File: config.mk
export PLATFORM = sky130hd
export DESIGN_NAME = core_exec
export DESIGN_NICKNAME = d
export VERILOG_FILES = /design/src/verilog/core_pkg.sv /design/src/verilog/op_decode.sv /design/src/verilog/core_exec.sv
export VERILOG_INCLUDE_DIRS = /design/src /design/src/verilog
export SDC_FILE = /design/constraint.sdc
export NUM_CORES = 1
export LEC_CHECK = 0
export BUFFER_PORTS_ARGS = -buffer_cell sky130_fd_sc_hd__buf_2
export CAP_MARGIN = 5
export CORE_AREA = 2 2 265 267
export DETAILED_ROUTE_END_ITERATION = 6
export DIE_AREA = 0 0 267 269
export PLACE_DENSITY = 0.5
export SYNTH_ARGS = -nofsm -noshare
export SYNTH_HDL_FRONTEND = slang
export SYNTH_HIERARCHICAL = 1
export SYNTH_SLANG_ARGS = --single-unit
File: constraint.sdc
create_clock -name MCLK -period 3.5 [get_ports MCLK]
set_input_delay 0.175 -clock MCLK [delete_from_list [all_inputs] [get_ports MCLK]]
set_output_delay 0.175 -clock MCLK [all_outputs]
set_load 0.01 [all_outputs]
File: src/verilog/core_cfg.svh
`ifndef CORE_CFG_SVH
`define CORE_CFG_SVH
// How it works
// [RULE1] Each instruction is one 14-bit word: opcode and operands, no extensions.
// [RULE2] One instruction cycle each, calls direct or through W take two.
// [RULE3] Return, return with literal and return from interrupt take two.
// [RULE4] Jumps, branches and taken skips take two instruction cycles; a relative branch word decodes as load literal here and takes one.
// [RULE5] One extra cycle when indirect access points into program memory.
// [RULE6] One instruction cycle is four oscillator cycles.
// [RULE7] File instructions read, modify, then write where the opcode or d says.
// [RULE8] The file read happens even when the instruction only writes.
// [RULE9] The file operand is a 7-bit bank offset, 0x00 to 0x7F.
// [RULE10] The bit operand selects one bit of the 8-bit file register.
// [RULE11] d = 0 stores the result in W, d = 1 in the file register.
// [RULE12] Don't-care opcode bits are ignored whatever their value.
// [RULE13] The pointer operand selects pointer or indirect register 0 or 1.
// [RULE14] The step mode picks pre/post increment or decrement of the pointer.
// [RULE15] Add with carry is 11 1101 d f, sets C, DC, Z, one cycle.
// [RULE16] Rotate right through carry is 00 1100 d f, changes only C.
// [RULE17] Fetch stalls during extra cycles; nothing follows early.
// [RULE18] Words are classed byte, bit or literal/control before field extraction.

// ----------------------------------------------------------------
// Widths and timing
// ----------------------------------------------------------------
`define INSTR_W         14
`define FILE_F_W        7
`define DATA_W          8
`define PTR_W           16
`define PTR_PROG_BIT    15
`define PC_W_DEFAULT    15
`define STACK_DEPTH     16
`define OSC_PER_ICYC    4
`define NOP_WORD        14'h0000
`define INDIRECT_LAST   7'h01

// ----------------------------------------------------------------
// Opcode patterns
// ----------------------------------------------------------------
`define GRP_BYTE        2'h0
`define GRP_BIT         2'h1
`define GRP_K11         2'h2
`define OPC_STORE_W     6'h00
`define OPC_CLEAR       6'h01
`define OPC_SUB         6'h02
`define OPC_DEC         6'h03
`define OPC_OR          6'h04
`define OPC_AND         6'h05
`define OPC_ADD         6'h07
`define OPC_MOVE_F      6'h08
`define OPC_COMPL       6'h09
`define OPC_INC         6'h0A
`define OPC_DEC_SKIP    6'h0B
`define OPC_ROT_RIGHT   6'h0C
`define OPC_ROT_LEFT    6'h0D
`define OPC_INC_SKIP    6'h0F
`define OPC_ADD_CARRY   6'h3D
`define OPC_OR_LIT      6'h38
`define OPC_AND_LIT     6'h39
`define OPC_ADD_LIT     6'h3E
`define OPC_LOAD_LIT    4'hC
`define OPC_RET_LIT     4'hD
`define OPC_REL_BRANCH  5'h19
`define OPC_CALL        1'h0
`define OPC_RETURN      7'h08
`define OPC_RET_INT     7'h09
`define OPC_CALL_W      7'h0A
`define OPC_BRANCH_W    7'h0B
`define OPC_PTR_LOAD    4'h2
`define OPC_PTR_STORE   4'h3
`endif

File: src/verilog/core_pkg.sv
package core_pkg;

  // One-hot oscillator phase within an instruction cycle
  typedef enum logic [3:0] {
    PH_Q1 = 4'h1,
    PH_Q2 = 4'h2,
    PH_Q3 = 4'h4,
    PH_Q4 = 4'h8
  } phase_t;

  typedef enum logic [1:0] {
    CLS_BYTE    = 2'h0,
    CLS_BIT     = 2'h1,
    CLS_LITCTRL = 2'h2
  } class_t;

  typedef enum logic [5:0] {
    OP_NOP, OP_ADD, OP_ADD_WITH_CARRY, OP_SUB, OP_DEC, OP_INC, OP_OR,
    OP_AND, OP_MOVE_F, OP_COMPL, OP_DEC_SKIP_ZERO, OP_INC_SKIP_ZERO,
    OP_ROT_RIGHT, OP_ROT_LEFT, OP_STORE_W, OP_CLEAR_F, OP_CLEAR_W,
    OP_BIT_CLR, OP_BIT_SET, OP_SKIP_BIT_CLEAR, OP_SKIP_BIT_SET,
    OP_CALL, OP_ABS_JUMP, OP_REL_BRANCH, OP_BRANCH_W, OP_CALL_W,
    OP_RETURN, OP_RET_INT, OP_RET_LIT, OP_LOAD_LIT, OP_OR_LIT,
    OP_AND_LIT, OP_ADD_LIT, OP_PTR_LOAD, OP_PTR_STORE
  } op_t;

endpackage

File: src/verilog/op_decode.sv
`include "core_cfg.svh"

module op_decode
(
  // Instruction word
  input  wire logic [`INSTR_W-1:0]  word, // see [RULE1]
  // Decoded operation
  output core_pkg::op_t             op,
  output core_pkg::class_t          cls,
  // Operand fields
  output logic [`FILE_F_W-1:0]      file_f,
  output logic [2:0]                bit_num,
  output logic                      dst,
  output logic [10:0]               lit,
  output logic                      ptr_num,
  output logic [1:0]                pointer_step_mode
);
  import core_pkg::*;

  logic [5:0] top6;

  always_comb
  begin
    top6              = word[13:8];
    file_f            = word[6:0];                        // see [RULE9]
    bit_num           = word[9:7];                        // see [RULE10]
    dst               = word[7];
    lit               = word[10:0];
    ptr_num           = word[2];                          // see [RULE13]
    pointer_step_mode = word[1:0];                        // see [RULE14]
    cls               = CLS_LITCTRL;
    op                = OP_NOP;
    // Class first from the upper bits, then the operation
    if (word[13:12] == `GRP_BIT)                          // see [RULE18]
    begin
      cls = CLS_BIT;
      case (word[11:10])
        2'h0:    op = OP_BIT_CLR;
        2'h1:    op = OP_BIT_SET;
        2'h2:    op = OP_SKIP_BIT_CLEAR;
        default: op = OP_SKIP_BIT_SET;
      endcase
    end
    else if (word[13:12] == `GRP_K11)
      op = (word[11] == `OPC_CALL) ? OP_CALL : OP_ABS_JUMP;
    else if (top6 == `OPC_ADD_CARRY)                      // see [RULE15]
    begin
      cls = CLS_BYTE;
      op  = OP_ADD_WITH_CARRY;
    end
    else if (word[13:12] == `GRP_BYTE && !(top6 == `OPC_STORE_W && !dst))
    begin
      cls = CLS_BYTE;
      case (top6)
        `OPC_STORE_W:   op = OP_STORE_W;
        // Low two bits of clear-W are don't-care
        `OPC_CLEAR:     op = dst ? OP_CLEAR_F : OP_CLEAR_W; // see [RULE12]
        `OPC_SUB:       op = OP_SUB;
        `OPC_DEC:       op = OP_DEC;
        `OPC_OR:        op = OP_OR;
        `OPC_AND:       op = OP_AND;
        `OPC_ADD:       op = OP_ADD;
        `OPC_MOVE_F:    op = OP_MOVE_F;
        `OPC_COMPL:     op = OP_COMPL;
        `OPC_INC:       op = OP_INC;
        `OPC_DEC_SKIP:  op = OP_DEC_SKIP_ZERO;
        `OPC_ROT_RIGHT: op = OP_ROT_RIGHT;                // see [RULE16]
        `OPC_ROT_LEFT:  op = OP_ROT_LEFT;
        `OPC_INC_SKIP:  op = OP_INC_SKIP_ZERO;
        default:        op = OP_NOP;
      endcase
    end
    else if (word[13:12] == `GRP_BYTE)
    begin
      case (word[6:0])
        `OPC_RETURN:   op = OP_RETURN;
        `OPC_RET_INT:  op = OP_RET_INT;
        `OPC_CALL_W:   op = OP_CALL_W;
        `OPC_BRANCH_W: op = OP_BRANCH_W;
        default:
        begin
          if (word[6:3] == `OPC_PTR_LOAD)
            op = OP_PTR_LOAD;
          else if (word[6:3] == `OPC_PTR_STORE)
            op = OP_PTR_STORE;
          else
            op = OP_NOP;
        end
      endcase
    end
    // Literal group: bits 9:8 of load and return-literal are don't-care
    else if (word[13:10] == `OPC_LOAD_LIT)                // see [RULE12]
      op = OP_LOAD_LIT;
    else if (word[13:10] == `OPC_RET_LIT)
      op = OP_RET_LIT;
    else if (word[13:9] == `OPC_REL_BRANCH)
      op = OP_REL_BRANCH;
    else if (top6 == `OPC_OR_LIT)
      op = OP_OR_LIT;
    else if (top6 == `OPC_AND_LIT)
      op = OP_AND_LIT;
    else if (top6 == `OPC_ADD_LIT)
      op = OP_ADD_LIT;
  end

endmodule

File: src/verilog/core_exec.sv
`include "core_cfg.svh"

module core_exec
#(
  parameter int PC_W        = `PC_W_DEFAULT,
  parameter int STACK_DEPTH = `STACK_DEPTH
)
(
  // Clock and reset
  input  wire logic                MCLK,
  input  wire logic                NRST,
  // Program memory
  output logic [PC_W-1:0]          PROG_ADDR,
  input  wire logic [`INSTR_W-1:0] PROG_DATA,
  // File register space
  output logic [`PTR_W-1:0]        FILE_ADDR,
  output logic                     FILE_RD,
  input  wire logic [`DATA_W-1:0]  FILE_RDATA,
  output logic                     FILE_WR,
  output logic [`DATA_W-1:0]       FILE_WDATA,
  // Core state
  output logic [`DATA_W-1:0]       W_REG,
  output logic                     CARRY,
  output logic                     DIGIT_CARRY,
  output logic                     ZERO,
  output logic                     STALL,
  output logic                     INSTR_DONE
);
  import core_pkg::*;

  localparam int SP_W = $clog2(STACK_DEPTH);

  if (PC_W < 11 || PC_W > `PTR_W || STACK_DEPTH < 2 ||
      STACK_DEPTH != (1 << SP_W))
    $error("core_exec: unsupported PC_W or STACK_DEPTH");

  // ----------------------------------------------------------------
  // Reset release
  // ----------------------------------------------------------------
  logic rst_meta;
  logic rst_n;

  always_ff @(posedge MCLK or negedge NRST)
  begin
    if (!NRST)
    begin
      rst_meta <= 1'b0;
      rst_n    <= 1'b0;
    end
    else
    begin
      rst_meta <= 1'b1;
      rst_n    <= rst_meta;
    end
  end

  // ----------------------------------------------------------------
  // Decode
  // ----------------------------------------------------------------
  logic [`INSTR_W-1:0] ir;
  op_t                 op;
  class_t              cls;
  logic [`FILE_F_W-1:0] file_f;
  logic [2:0]          bit_num;
  logic                dst;
  logic [10:0]         lit;
  logic                ptr_num;
  logic [1:0]          pointer_step_mode;

  op_decode u_dec (
    .word              (ir),
    .op                (op),
    .cls               (cls),
    .file_f            (file_f),
    .bit_num           (bit_num),
    .dst               (dst),
    .lit               (lit),
    .ptr_num           (ptr_num),
    .pointer_step_mode (pointer_step_mode)
  );

  // ----------------------------------------------------------------
  // State
  // ----------------------------------------------------------------
  phase_t              phase, next_phase;
  logic [PC_W-1:0]     ir_pc, next_ir_pc, next_prog_addr;
  logic [`INSTR_W-1:0] next_ir;
  logic [1:0]          extra, next_extra;
  logic                ind_extra, next_ind_extra;
  logic [`PTR_W-1:0]   file_select_pointer [2];
  logic [`PTR_W-1:0]   next_fsp [2];
  logic [PC_W-1:0]     stack_mem [STACK_DEPTH];
  logic [SP_W-1:0]     sp, next_sp;
  logic                push;
  logic [PC_W-1:0]     push_val;
  logic [`PTR_W-1:0]   next_file_addr;
  logic                next_file_rd, next_file_wr;
  logic [`DATA_W-1:0]  next_wdata, next_w;
  logic                next_c, next_dc, next_z, next_stall, next_done;

  // Combinational helpers
  logic                file_ref, indirect, flow, skip, wr_f, wr_w;
  logic [`PTR_W-1:0]   ptr_sel, ptr_step, acc_addr;
  logic [`DATA_W-1:0]  rd, res, add_a, add_b;
  logic                cin;
  logic [`DATA_W:0]    sum;
  logic [4:0]          nib;
  logic [PC_W-1:0]     seq_pc, target;

  always_comb
  begin
    next_phase     = phase;
    next_ir        = ir;
    next_ir_pc     = ir_pc;
    next_prog_addr = PROG_ADDR;
    next_extra     = extra;
    next_ind_extra = ind_extra;
    next_fsp       = file_select_pointer;
    next_sp        = sp;
    push           = 1'b0;
    push_val       = '0;
    next_file_addr = FILE_ADDR;
    next_file_rd   = 1'b0;
    next_file_wr   = 1'b0;
    next_wdata     = FILE_WDATA;
    next_w         = W_REG;
    next_c         = CARRY;
    next_dc        = DIGIT_CARRY;
    next_z         = ZERO;
    next_stall     = STALL;
    next_done      = 1'b0;
    rd             = FILE_RDATA;
    seq_pc         = PC_W'(ir_pc + 1'b1);
    // Operand routing
    file_ref = (cls != CLS_LITCTRL && op != OP_CLEAR_W) ||
               op == OP_PTR_LOAD || op == OP_PTR_STORE;
    indirect = op == OP_PTR_LOAD || op == OP_PTR_STORE ||
               file_f <= `INDIRECT_LAST;
    ptr_sel  = (op == OP_PTR_LOAD || op == OP_PTR_STORE) ?
               file_select_pointer[ptr_num] :
               file_select_pointer[file_f[0]];                 // see [RULE13]
    ptr_step = pointer_step_mode[0] ? ptr_sel - 1'b1
                                    : ptr_sel + 1'b1;          // see [RULE14]
    if (op != OP_PTR_LOAD && op != OP_PTR_STORE)
      acc_addr = indirect ? ptr_sel : {9'h000, file_f};
    else
      acc_addr = pointer_step_mode[1] ? ptr_sel : ptr_step;
    // Shared adder: add, add with carry, subtract, add literal
    add_a = (op == OP_ADD_LIT) ? lit[7:0] : rd;
    add_b = (op == OP_SUB) ? ~W_REG : W_REG;
    cin   = (op == OP_SUB) || (op == OP_ADD_WITH_CARRY && CARRY);
    sum   = {1'b0, add_a} + {1'b0, add_b} + {8'h00, cin};
    nib   = {1'b0, add_a[3:0]} + {1'b0, add_b[3:0]} + {4'h0, cin};
    res   = rd;
    wr_f  = 1'b0;
    wr_w  = 1'b0;
    skip  = 1'b0;
    flow  = 1'b0;
    target = seq_pc;

    case (phase)
      PH_Q1:
      begin
        next_phase = PH_Q2;
        if (!STALL)
        begin
          next_file_addr = acc_addr;
          next_file_rd   = file_ref;                          // see [RULE8]
          next_ind_extra = file_ref && indirect &&
                           acc_addr[`PTR_PROG_BIT];           // see [RULE5]
        end
      end
      PH_Q2:
        next_phase = PH_Q3;
      PH_Q3:
      begin
        next_phase = PH_Q4;
        if (!STALL)
        begin
          case (op)                                           // see [RULE7]
            OP_ADD, OP_ADD_WITH_CARRY, OP_SUB, OP_ADD_LIT:     // see [RULE15]
            begin
              res     = sum[7:0];
              next_c  = sum[8];
              next_dc = nib[4];
            end
            OP_AND:            res = rd & W_REG;
            OP_OR:             res = rd | W_REG;
            OP_COMPL:          res = ~rd;
            OP_INC, OP_INC_SKIP_ZERO: res = rd + 1'b1;
            OP_DEC, OP_DEC_SKIP_ZERO: res = rd - 1'b1;
            OP_ROT_RIGHT:                                     // see [RULE16]
            begin
              res    = {CARRY, rd[7:1]};
              next_c = rd[0];
            end
            OP_ROT_LEFT:
            begin
              res    = {rd[6:0], CARRY};
              next_c = rd[7];
            end
            OP_STORE_W, OP_PTR_STORE: res = W_REG;
            OP_CLEAR_F, OP_CLEAR_W:   res = 8'h00;
            OP_BIT_CLR:        res[bit_num] = 1'b0;           // see [RULE10]
            OP_BIT_SET:        res[bit_num] = 1'b1;
            OP_AND_LIT:        res = lit[7:0] & W_REG;
            OP_OR_LIT:         res = lit[7:0] | W_REG;
            OP_LOAD_LIT, OP_RET_LIT: res = lit[7:0];
            default:           res = rd;
          endcase
          // Destination
          if (cls == CLS_BYTE && op != OP_STORE_W && op != OP_CLEAR_F &&
              op != OP_CLEAR_W)
          begin
            wr_f = dst;                                       // see [RULE11]
            wr_w = !dst;
          end
          else
          begin
            wr_f = op == OP_STORE_W || op == OP_CLEAR_F ||
                   op == OP_BIT_CLR || op == OP_BIT_SET ||
                   op == OP_PTR_STORE;
            wr_w = cls == CLS_LITCTRL && op != OP_PTR_STORE &&
                   op != OP_NOP && !(op inside {OP_CALL, OP_ABS_JUMP,
                   OP_REL_BRANCH, OP_BRANCH_W, OP_CALL_W, OP_RETURN,
                   OP_RET_INT});
            wr_w = wr_w || op == OP_CLEAR_W;
          end
          if (wr_w)
            next_w = res;
          if (op != OP_ROT_RIGHT && op != OP_ROT_LEFT &&
              op != OP_RET_LIT && op != OP_NOP &&
              (wr_w || wr_f) && op != OP_STORE_W && op != OP_PTR_STORE &&
              op != OP_BIT_CLR && op != OP_BIT_SET)
            next_z = res == 8'h00;
          next_file_wr = wr_f;
          next_wdata   = res;
          if (op == OP_PTR_LOAD || op == OP_PTR_STORE)
            next_fsp[ptr_num] = ptr_step;
          // Program flow
          case (op)
            OP_SKIP_BIT_CLEAR: skip = !rd[bit_num];
            OP_SKIP_BIT_SET:   skip = rd[bit_num];
            OP_DEC_SKIP_ZERO, OP_INC_SKIP_ZERO: skip = res == 8'h00;
            OP_CALL, OP_ABS_JUMP:
              target = {ir_pc[PC_W-1:11], lit};
            OP_CALL_W:
              target = {ir_pc[PC_W-1:8], W_REG};
            OP_REL_BRANCH:
              target = PC_W'(seq_pc + {{(PC_W-9){lit[8]}}, lit[8:0]});
            OP_BRANCH_W:
              target = PC_W'(seq_pc + {{(PC_W-8){1'b0}}, W_REG});
            OP_RETURN, OP_RET_INT, OP_RET_LIT:
            begin
              target  = stack_mem[SP_W'(sp - 1'b1)];
              next_sp = SP_W'(sp - 1'b1);
            end
            default: target = seq_pc;
          endcase
          if (op == OP_CALL || op == OP_CALL_W)
          begin
            push     = 1'b1;
            push_val = seq_pc;
            next_sp  = SP_W'(sp + 1'b1);
          end
          if (skip)
            target = PC_W'(seq_pc + 1'b1);
          flow = skip || op inside {OP_CALL, OP_CALL_W,            // see [RULE2]
                 OP_RETURN, OP_RET_INT, OP_RET_LIT,              // see [RULE3]
                 OP_ABS_JUMP, OP_REL_BRANCH, OP_BRANCH_W};       // see [RULE4]
          next_extra     = {1'b0, flow} + {1'b0, ind_extra};      // see [RULE5]
          next_prog_addr = target;
        end
      end
      PH_Q4:
      begin
        next_phase = PH_Q1;                                   // see [RULE6]
        if (extra == 2'h0)
        begin
          // Only the last cycle fetches the following word
          next_ir    = PROG_DATA;                             // see [RULE17]
          next_ir_pc = PROG_ADDR;
          next_done  = 1'b1;
          next_stall = 1'b0;
        end
        else
        begin
          next_extra = extra - 1'b1;
          next_stall = 1'b1;
        end
      end
      default: next_phase = PH_Q1;
    endcase
  end

  always_ff @(posedge MCLK or negedge rst_n)
  begin
    if (!rst_n)
    begin
      phase       <= PH_Q1;
      ir          <= `NOP_WORD;
      ir_pc       <= '1;
      PROG_ADDR   <= '0;
      extra       <= 2'h0;
      ind_extra   <= 1'b0;
      file_select_pointer[0] <= '0;
      file_select_pointer[1] <= '0;
      sp          <= '0;
      FILE_ADDR   <= '0;
      FILE_RD     <= 1'b0;
      FILE_WR     <= 1'b0;
      FILE_WDATA  <= 8'h00;
      W_REG       <= 8'h00;
      CARRY       <= 1'b0;
      DIGIT_CARRY <= 1'b0;
      ZERO        <= 1'b0;
      STALL       <= 1'b0;
      INSTR_DONE  <= 1'b0;
    end
    else
    begin
      phase       <= next_phase;
      ir          <= next_ir;
      ir_pc       <= next_ir_pc;
      PROG_ADDR   <= next_prog_addr;
      extra       <= next_extra;
      ind_extra   <= next_ind_extra;
      file_select_pointer <= next_fsp;
      sp          <= next_sp;
      FILE_ADDR   <= next_file_addr;
      FILE_RD     <= next_file_rd;
      FILE_WR     <= next_file_wr;
      FILE_WDATA  <= next_wdata;
      W_REG       <= next_w;
      CARRY       <= next_c;
      DIGIT_CARRY <= next_dc;
      ZERO        <= next_z;
      STALL       <= next_stall;
      INSTR_DONE  <= next_done;
    end
  end

  // Return stack holds no reset state; overflow wraps silently
  always_ff @(posedge MCLK)
  begin
    if (push)
      stack_mem[sp] <= push_val;
  end

  // ----------------------------------------------------------------
  // Checks
  // ----------------------------------------------------------------
  // Phase still holds Q1 on the release edge; checks start one edge later
  logic checks_on;

  always_ff @(posedge MCLK or negedge rst_n)
  begin
    if (!rst_n)
      checks_on <= 1'b0;
    else
      checks_on <= 1'b1;
  end
endmodule

# [After elaboration in Yosys (flattened, before gate mapping)]
# Memory sizes are Yosys's and may differ from the RTL's.
# Index checks and enable logic that the tools add are counted.
[totals] ff_bits=128 latch_bits=0 ramBits=240 romBits=0 input_bits=24 wordCells=286 mem_count=1
[memory_table] name="stack_mem" depth=16 word_bits=15 read_ports=1 rd_ports_with_merged_regs=0 write_ports=1 line="core_exec.sv:92" rtl="logic [PC_W-1:0] stack_mem [STACK_DEPTH];"
[op_classes] add_sub_neg=16 mul=0 div_mod_pow=0 n_lt_le_gt_ge=6 n_eq_ne=81 shifts=0 muxes=78 n_bitwise=12 n_reduce_logical=71
[ops] cell="2-to-1 mux 16 bit" n=12
[ops] cell="case mux 8 bit (15 select lines)" n=1
[ops] cell="== test 6 x 5 -> 1 bit, second input constant" n=16
[ops] cell="== test 6 x 4 -> 1 bit, second input constant" n=14
[ops] cell="case mux 6 bit (14 select lines)" n=1
[ops] cell="2-to-1 mux 6 bit" n=13
[ops] cell="case mux 15 bit (5 select lines)" n=1
[ops] cell="2-to-1 mux 15 bit" n=4
[ops] cell="== test 6 x 3 -> 1 bit, second input constant" n=7
[ops] cell="== test 6 bit, second input constant" n=7
[ops] cell="bitwise mux 32 bit" n=1
[ops] cell="2-to-1 mux 8 bit" n=4
[ops] cell="adder 15 x 1 -> 15 bit, second input constant" n=2
[ops] cell="== test 7 x 4 -> 1 bit, second input constant" n=4
[ops] cell="AND 8 bit" n=3
[ops] cell="== test 6 x 2 -> 1 bit, second input constant" n=4
[ops] cell="inequality test 6 x 4 -> 1 bit, second input constant" n=4
[ops] cell="inequality test 6 x 5 -> 1 bit, second input constant" n=4
[ops] cell="inverter 8 bit" n=3
[ops] cell="bitwise OR 8 bit" n=3
[ops] cell="case mux 6 bit (4 select lines)" n=1
[ops] cell="logical AND 1 bit" n=23
[ops] cell="2-to-1 mux 1 bit" n=22
[ops] cell="AND reduction 3 bit" n=7
[ops] cell="other kinds (55)" n=103

# [Depth between registers and ports, before layout]
[depth] ltp_word=27 ltp_mapped=29 depth_no_buf=24

# [By module]
# Netlist, hierarchy kept.
[by_module_without_submodules] module="core_exec" n_inst=1 cells_per_inst=1653 area_each_um2=19795.2 seq_area_each_um2=10430.0
[by_module_without_submodules] module="op_decode" n_inst=1 cells_per_inst=109 area_each_um2=732.0 seq_area_each_um2=0.0

# [Worst setup path before layout]
# OpenSTA, ideal clock, no wires.
[synth_timing] kind="reg-to-reg" start="register ir[10]" end="register extra[0]" setup_time_ns=0.134 arrival_ns=6.374 t_required_ns=3.366 setup_slack_ns=-3.008 path_stages_with_launch=29 period_less_slack_ns=6.508 path_cell_list="dfrtp_1 -> inv_1 -> ha_1 -> nand2b_4 -> or3_1 -> and2_1 -> buf_6 -> a311oi_1 -> buf_2 -> nand2_1 -> clkbuf_1 -> or4b_2 -> clkbuf_1 -> xnor2_1 -> fa_1 -> fa_1 -> nand3_1 -> nand2_1 -> xnor2_1 -> a22oi_1 -> o2111ai_1 -> nor4_2 -> nand3_1 -> o31ai_4 -> buf_6 -> nand2b_1 -> ha_1 -> a211oi_1 -> a211oi_1"
[synth_between] word_cells_on_any_way=97 classes_between="add/sub: 3; eq/ne: 54; mux: 23; reduce/logical: 17"
[synth_lines] element="from (decl)" line="core_exec.sv:60" rtl="logic [`INSTR_W-1:0] ir;"
[synth_lines] element="from (signal assigned)" line="core_exec.sv:301" rtl="ir <= `NOP_WORD;"
[synth_lines] element="from (signal assigned)" line="core_exec.sv:323" rtl="ir <= next_ir;"
[synth_lines] element="== test 6 bit (no source line)"
[synth_lines] element="2-to-1 mux 6 bit" line="op_decode.sv:100" rtl="else if (top6 == `OPC_AND_LIT)"
[synth_lines] element="2-to-1 mux 6 bit" line="op_decode.sv:98" rtl="else if (top6 == `OPC_OR_LIT)"
[synth_lines] element="2-to-1 mux 6 bit" line="op_decode.sv:96" rtl="else if (word[13:9] == `OPC_REL_BRANCH)"
[synth_lines] element="2-to-1 mux 6 bit" line="op_decode.sv:94" rtl="else if (word[13:10] == `OPC_RET_LIT)"
[synth_lines] element="2-to-1 mux 6 bit" line="op_decode.sv:92" rtl="else if (word[13:10] == `OPC_LOAD_LIT)"
[synth_lines] element="2-to-1 mux 6 bit" line="op_decode.sv:73" rtl="else if (word[13:12] == `GRP_BYTE)"
[synth_lines] element="2-to-1 mux 6 bit" line="op_decode.sv:51" rtl="else if (word[13:12] == `GRP_BYTE && !(top6 == `OPC_STORE_W && !dst))"
[synth_lines] element="[3 not listed]"
[synth_lines] element="named net op[1]" line="core_exec.sv:61" rtl="op_t op;"
[synth_lines] element="[7 not listed]"
[synth_lines] element="logical NOT 8 bit" line="core_exec.sv:244" rtl="OP_DEC_SKIP_ZERO, OP_INC_SKIP_ZERO: skip = res == 8'h00;"
[synth_lines] element="case mux 1 bit (3 select lines)" line="core_exec.sv:241" rtl="case (op)"
[synth_lines] element="2-to-1 mux 1 bit" line="core_exec.sv:178" rtl="if (!STALL)"
[synth_lines] element="2-to-1 mux 1 bit" line="core_exec.sv:161" rtl="case (phase)"
[synth_lines] element="logical OR 1 bit (*)" line="core_exec.sv:268" rtl="flow = skip || op inside {OP_CALL, OP_CALL_W,"
[synth_lines] element="adder 1 x 1 -> 2 bit (*)" line="core_exec.sv:271" rtl="next_extra = {1'b0, flow} + {1'b0, ind_extra};"
[synth_lines] element="2-to-1 mux 2 bit (*)" line="core_exec.sv:178"
[synth_lines] element="case mux 2 bit (2 select lines) (*)" line="core_exec.sv:161"
[synth_lines] element="to (signal assigned)" line="core_exec.sv:326" rtl="extra <= next_extra;"
[synth_lines] element="to (decl)" line="core_exec.sv:88" rtl="logic [1:0] extra, next_extra;"
# The timed path passes the listed nets; every way through them passes the cells marked *. The select of a mux whose other input is x is not followed.
# A chain may end at the register's enable or synchronous reset.

# [Worst setup path after layout]
[layout_timing] start="register ir[11]" end="register extra[0]"
[layout_between] word_cells_on_any_way=98 classes_between="add/sub: 3; eq/ne: 54; mux: 24; reduce/logical: 17"
[layout_lines] element="== test 6 bit (no source line)"
[layout_lines] element="2-to-1 mux 6 bit" line="op_decode.sv:100"
[layout_lines] element="2-to-1 mux 6 bit" line="op_decode.sv:98"
[layout_lines] element="2-to-1 mux 6 bit" line="op_decode.sv:96"
[layout_lines] element="2-to-1 mux 6 bit" line="op_decode.sv:94"
[layout_lines] element="2-to-1 mux 6 bit" line="op_decode.sv:92"
[layout_lines] element="2-to-1 mux 6 bit" line="op_decode.sv:73"
[layout_lines] element="2-to-1 mux 6 bit" line="op_decode.sv:51"
[layout_lines] element="[3 not listed]"
[layout_lines] element="named net op[3]" line="core_exec.sv:61"
[layout_lines] element="[7 not listed]"
[layout_lines] element="logical NOT 8 bit" line="core_exec.sv:244"
[layout_lines] element="case mux 1 bit (3 select lines)" line="core_exec.sv:241"
[layout_lines] element="2-to-1 mux 1 bit" line="core_exec.sv:178"
[layout_lines] element="2-to-1 mux 1 bit" line="core_exec.sv:161"
[layout_lines] element="logical OR 1 bit (*)" line="core_exec.sv:268"
[layout_lines] element="adder 1 x 1 -> 2 bit (*)" line="core_exec.sv:271"
[layout_lines] element="2-to-1 mux 2 bit (*)" line="core_exec.sv:178"
[layout_lines] element="case mux 2 bit (2 select lines) (*)" line="core_exec.sv:161"
# Marked as above.

==> impl.org <==
** Logic synthesis
- Main synth FF type :: sky130_fd_sc_hd__edfxtp_1
- In this run, distinct cell masters in the synthesized netlist total 96.
- The synthesized design contains 368 register bits.
- The share of the Yosys chip area taken by registers is 50.8%.
- Net count after synthesis :: 1,847
- Synthesized instance count :: 1,762
- Dividing the synthesized area by the synthesized cell count gives 11.6 um^2.
- Count of warnings emitted by yosys :: 6
- Number of flops mapped to enable cells by yosys :: 240
- Of all flip-flops after synthesis, the portion carrying an async set or reset was 34.8%.
- Post-Synthesis Cell Area :: 20,500 um^2

** Timing
- Period minus WS final :: 5.42 ns
- Unrepaired setup endpoints after global routing :: true
- Slew of the pin with the lowest slew margin :: 0.955 ns
- Setup Viol. Count Final :: 534
- Highest Clock Rate :: 185 MHz
- Final count of hold timing violations :: 0
- Worst Slack Setup Final :: -1.92 ns
- Final clock period utilization by the worst path :: 155%
- On the final layout, the worst clock skew is 0.0608 ns.
- Accumulated negative setup slack :: -231.61 ns
- The max-slew violation count came to 0.
- Headroom to the max-slew limit came out at 36.4%.

** Clocking
- Number of levels in the clock H-tree :: 2
- After clock tree synthesis, the clock-pin slew on the worst setup and hold paths is 0.07 ns.
- Clock Sink Count :: 368
- The tree is rooted in a sky130_fd_sc_hd__clkbuf_16.
- Counting the buffers created by CTS gives 43.
- TritonCTS built the clock tree.
- Clock latency on the worst-skew pair :: 0.61 ns
- Bufs on Longest Clock Path :: 3

** Power
- Leakage :: 11.6 nW
- Pint :: 16.2 mW
- Net switching share of the total power :: 42.0%
- The analysis attributes to net switching a power of 11.7 mW.
- In this run, flip-flops and latches consume 20.1% of the power.
- Clock group share of total power :: 16.4%
- Part of the total power dissipated in combinational logic :: 63.4%
- For this design the ratio of total power to cell area is 1020 nW/um^2.
- The worst-case IR drop observed on VDD is 638 uV.

** Placed design
- Global placement routability congestion :: 0.898
- In this run, placement finished with an instance count of 3,027.
- Detailed-placement wirelength estimate :: 45,300 um
- Buffers on Ports :: 77

** Status
- Status :: complete, but fails checks
- Violations in the final reports :: setup timing

** Setup path
- The cell that appears most often on the critical path is sky130_fd_sc_hd__buf_6.
- In this run the critical register-to-register path is launched from ir[11].
- STA puts the critical path data arrival time at 5.83 ns.
- Critical path class :: register to register
- On the critical path, the stage with the largest delay is an instance of sky130_fd_sc_hd__or4b_4.
- The worst setup path is launched from a register.
- In this run the register-to-register setup slack is -1.92 ns.
- Category of the worst setup path capture point :: register
- STA puts the critical path data required time at 3.92 ns.
- Cell count of the worst reg-to-reg path :: 26
- Maximum fanout along the worst path :: 6
- Capture instance of the worst register-to-register path :: extra[0]
- Critical path's largest stage delay :: 0.60 ns

** Drt
- DRC Markers :: 0
- After detailed routing, the total wire length is 65,200 um.
- For this run, the detailed router's first-pass iteration total came to 5.
- Dividing the detail-routed via count by the number of cells gives 5.04.
- Remaining antenna violation count after routing :: 0
- Detail-routed net length per standard cell :: 20.6 um
- Number of violations reported at the end of detailed-routing iteration 0 :: 1,355
- Via count :: 15,900

** Worst hold path
- The startpoint identified for the worst hold timing path is FILE_RDATA[7].
- Class of the most critical hold timing path :: input pin to register
- The worst hold path was traced through 4 stages.
- Hold EP :: CARRY

** GRT
- Global-route wire length before repair :: 99,000 um
- Entering global routing, the biggest net connects 67 pins.
- The via count of the first global-routing pass came to 16,200.
- Initial antenna violation count :: 0
- In the global route stage, overall resource usage came out at 18.1%.
- Summed over all layers, the global routing overflow is 0.

** Cells and area
- Final net count :: 2,277
- Antenna diode instance count :: 0
- Area occupied by multi-input gates :: 10,000 um^2
- Fillers :: 6,686
- Cells fill 39.6% of the core in the end.
- In the final layout, flip-flops and latches occupy 10,400 um^2.
- Fraction of layout instances using a drive strength above 1 :: 38.3%
- Compared with the post-synthesis result, the final layout area differs by 33.7%.
- Count of non-filler cells in the finished layout :: 3,167

** Floorplan
- The floorplan has 97 rows.
- The core region is 69,300 um^2.
- Pin placement for this block handled 78 I/O pins.
- Starting density of the core :: 29.6%
- In this run the vertical extent of the chip is 269 um.
- Die Footprint :: 71,800 um^2
- DIE WIDTH :: 267 um

** Run
- Max-cap violations :: 0
[logic make-up after synthesis]
group	share of synthesized area [%]
AO/OA/AOI/OAI	12.1
other	0.0183
adder cells (fa/ha/maj)	3.90
XOR/XNOR	3.28
flip-flops	50.8
multiplexers	13.5
buffers and inverters	4.11
AND/OR/NAND/NOR	12.3
[cell type report]
cell class,instances,area share (%)
flip-flops and latches,368,38.0
inverters,49,0.670
clock inverters,27,1.08
well taps,940,4.28
repair buffers,515,15.3
multi-input cells,1215,36.5
clock buffers,53,4.17
[registers in the layout, summed over array words and instances, names as in the netlist, 2 cells and up]
register / flops
phase: 4
ir: 14
PROG_ADDR: 15
stack_mem: 240
ir_pc: 15
FILE_WDATA: 8
extra: 2
file_select_pointer: 32
FILE_ADDR: 16
W_REG: 8
sp: 4
[Yosys cell counts, drive strengths merged, types with 7 or more instances]
master | number | area [um^2]
o21ai | 111 | 556
clkbuf | 63 | 238
o221ai | 12 | 123
mux4 | 62 | 1400
nand3 | 38 | 190
o31ai | 9 | 81.3
o211ai | 18 | 135
inv | 49 | 184
ha | 56 | 701
nand2 | 212 | 796
dfrtp | 112 | 2800
and2 | 19 | 119
a22oi | 11 | 82.6
a31oi | 10 | 62.6
a21o | 17 | 128
nor4b | 7 | 73.8
nor3 | 39 | 205
or3 | 12 | 75.1
nand4 | 10 | 62.6
edfxtp | 240 | 7210
nor2 | 94 | 353
a211oi | 26 | 200
xor2 | 31 | 272
and3 | 11 | 68.8
nor2b | 25 | 156
xnor2 | 45 | 402
a222oi | 11 | 110
dfstp | 16 | 420
o21a | 9 | 67.6
nor4 | 9 | 62.6
mux2i | 63 | 643
mux2 | 64 | 724
nand2b | 23 | 151
buf | 67 | 422
a21oi | 72 | 383
[routing by layer]
layer | global-route usage [%] | up-vias | share of wire [%]
met5 | 0 | - | 0
met4 | 5.30 | 0 | 2.7
met3 | 2.44 | 99 | 4.4
met2 | 30.8 | 382 | 48
met1 | 24.0 | 8026 | 45
li1 | - | 7442 | -
[what timing repair did]
item                       in CTS  in global routing
buffers inserted               33                 18
pin swaps                      58                 41
gates cloned                    2                  1
hold endpoints to repair       16                  0
setup endpoints to repair     569                570
resized for setup             110                 35
hold buffers                   16                  0
[stage by stage]
step           worst slack [ns]  power (mW)  hold slack [ns]  cell area, um^2
2_1_floorplan             -2.25        14.8           -0.121            20800
3_3_place_gp              -1.98        21.6          -0.0394            24900
3_5_place_dp              -2.09        21.6          -0.0358            24900
4_1_cts                   -1.89        27.5            0.116            27200
5_1_grt                   -2.10        29.6            0.162            27500
6_report                  -1.92        27.9            0.167            27500
[critical path, delay by kind of cell (launching register included)]
family / cells / cell delay, ns
AND/OR/NAND/NOR: 7 / 1.83
AO/OA/AOI/OAI: 9 / 1.29
adder cells (fa/ha/maj): 3 / 0.72
buffers and inverters: 5 / 0.67
flip-flops: 1 / 0.41
XOR/XNOR: 2 / 0.32
[power by group through the flow]
stage | sequential (mW) | clock (mW) | combinational, mW
5_1_grt | 5.68 | 4.90 | 19.0
3_5_place_dp | 5.70 | 0 | 15.9
2_1_floorplan | 5.72 | 0 | 9.03
3_3_place_gp | 5.70 | 0 | 15.9
6_report | 5.62 | 4.59 | 17.7
4_1_cts | 5.62 | 4.73 | 17.2
[worst max path at each step]
stage / start / endpoint / slack (ns) / cells after the start
finish: ir[11] / extra[0] / -1.92 / 26
global route: ir[10] / extra[0] / -2.10 / 27
detailed placement: ir[11] / extra[0] / -2.09 / 24
CTS: ir[11] / extra[0] / -1.89 / 24
floorplan: ir[10] / extra[0] / -2.25 / 26
global placement: ir[11] / extra[0] / -1.98 / 24
[cell usage in the layout (no fill, tap or decap), types with 20 or more instances in the layout]
master                        n
sky130_fd_sc_hd__a21oi_1     56
sky130_fd_sc_hd__buf_12      29
sky130_fd_sc_hd__buf_2       77
sky130_fd_sc_hd__buf_4      372
sky130_fd_sc_hd__clkbuf_16   45
sky130_fd_sc_hd__dfrtp_1    109
sky130_fd_sc_hd__edfxtp_1   240
sky130_fd_sc_hd__ha_1        46
sky130_fd_sc_hd__inv_1       45
sky130_fd_sc_hd__mux2_2      56
sky130_fd_sc_hd__mux2i_1     61
sky130_fd_sc_hd__mux4_2      62
sky130_fd_sc_hd__nand2_1    206
sky130_fd_sc_hd__nand3_1     33
sky130_fd_sc_hd__nor2_1      87
sky130_fd_sc_hd__nor2b_1     20
sky130_fd_sc_hd__nor3_1      34
sky130_fd_sc_hd__o21ai_0     82
sky130_fd_sc_hd__o21ai_1     25
sky130_fd_sc_hd__xnor2_1     37
sky130_fd_sc_hd__xor2_1      27
(Power assumes the default switching activity.)
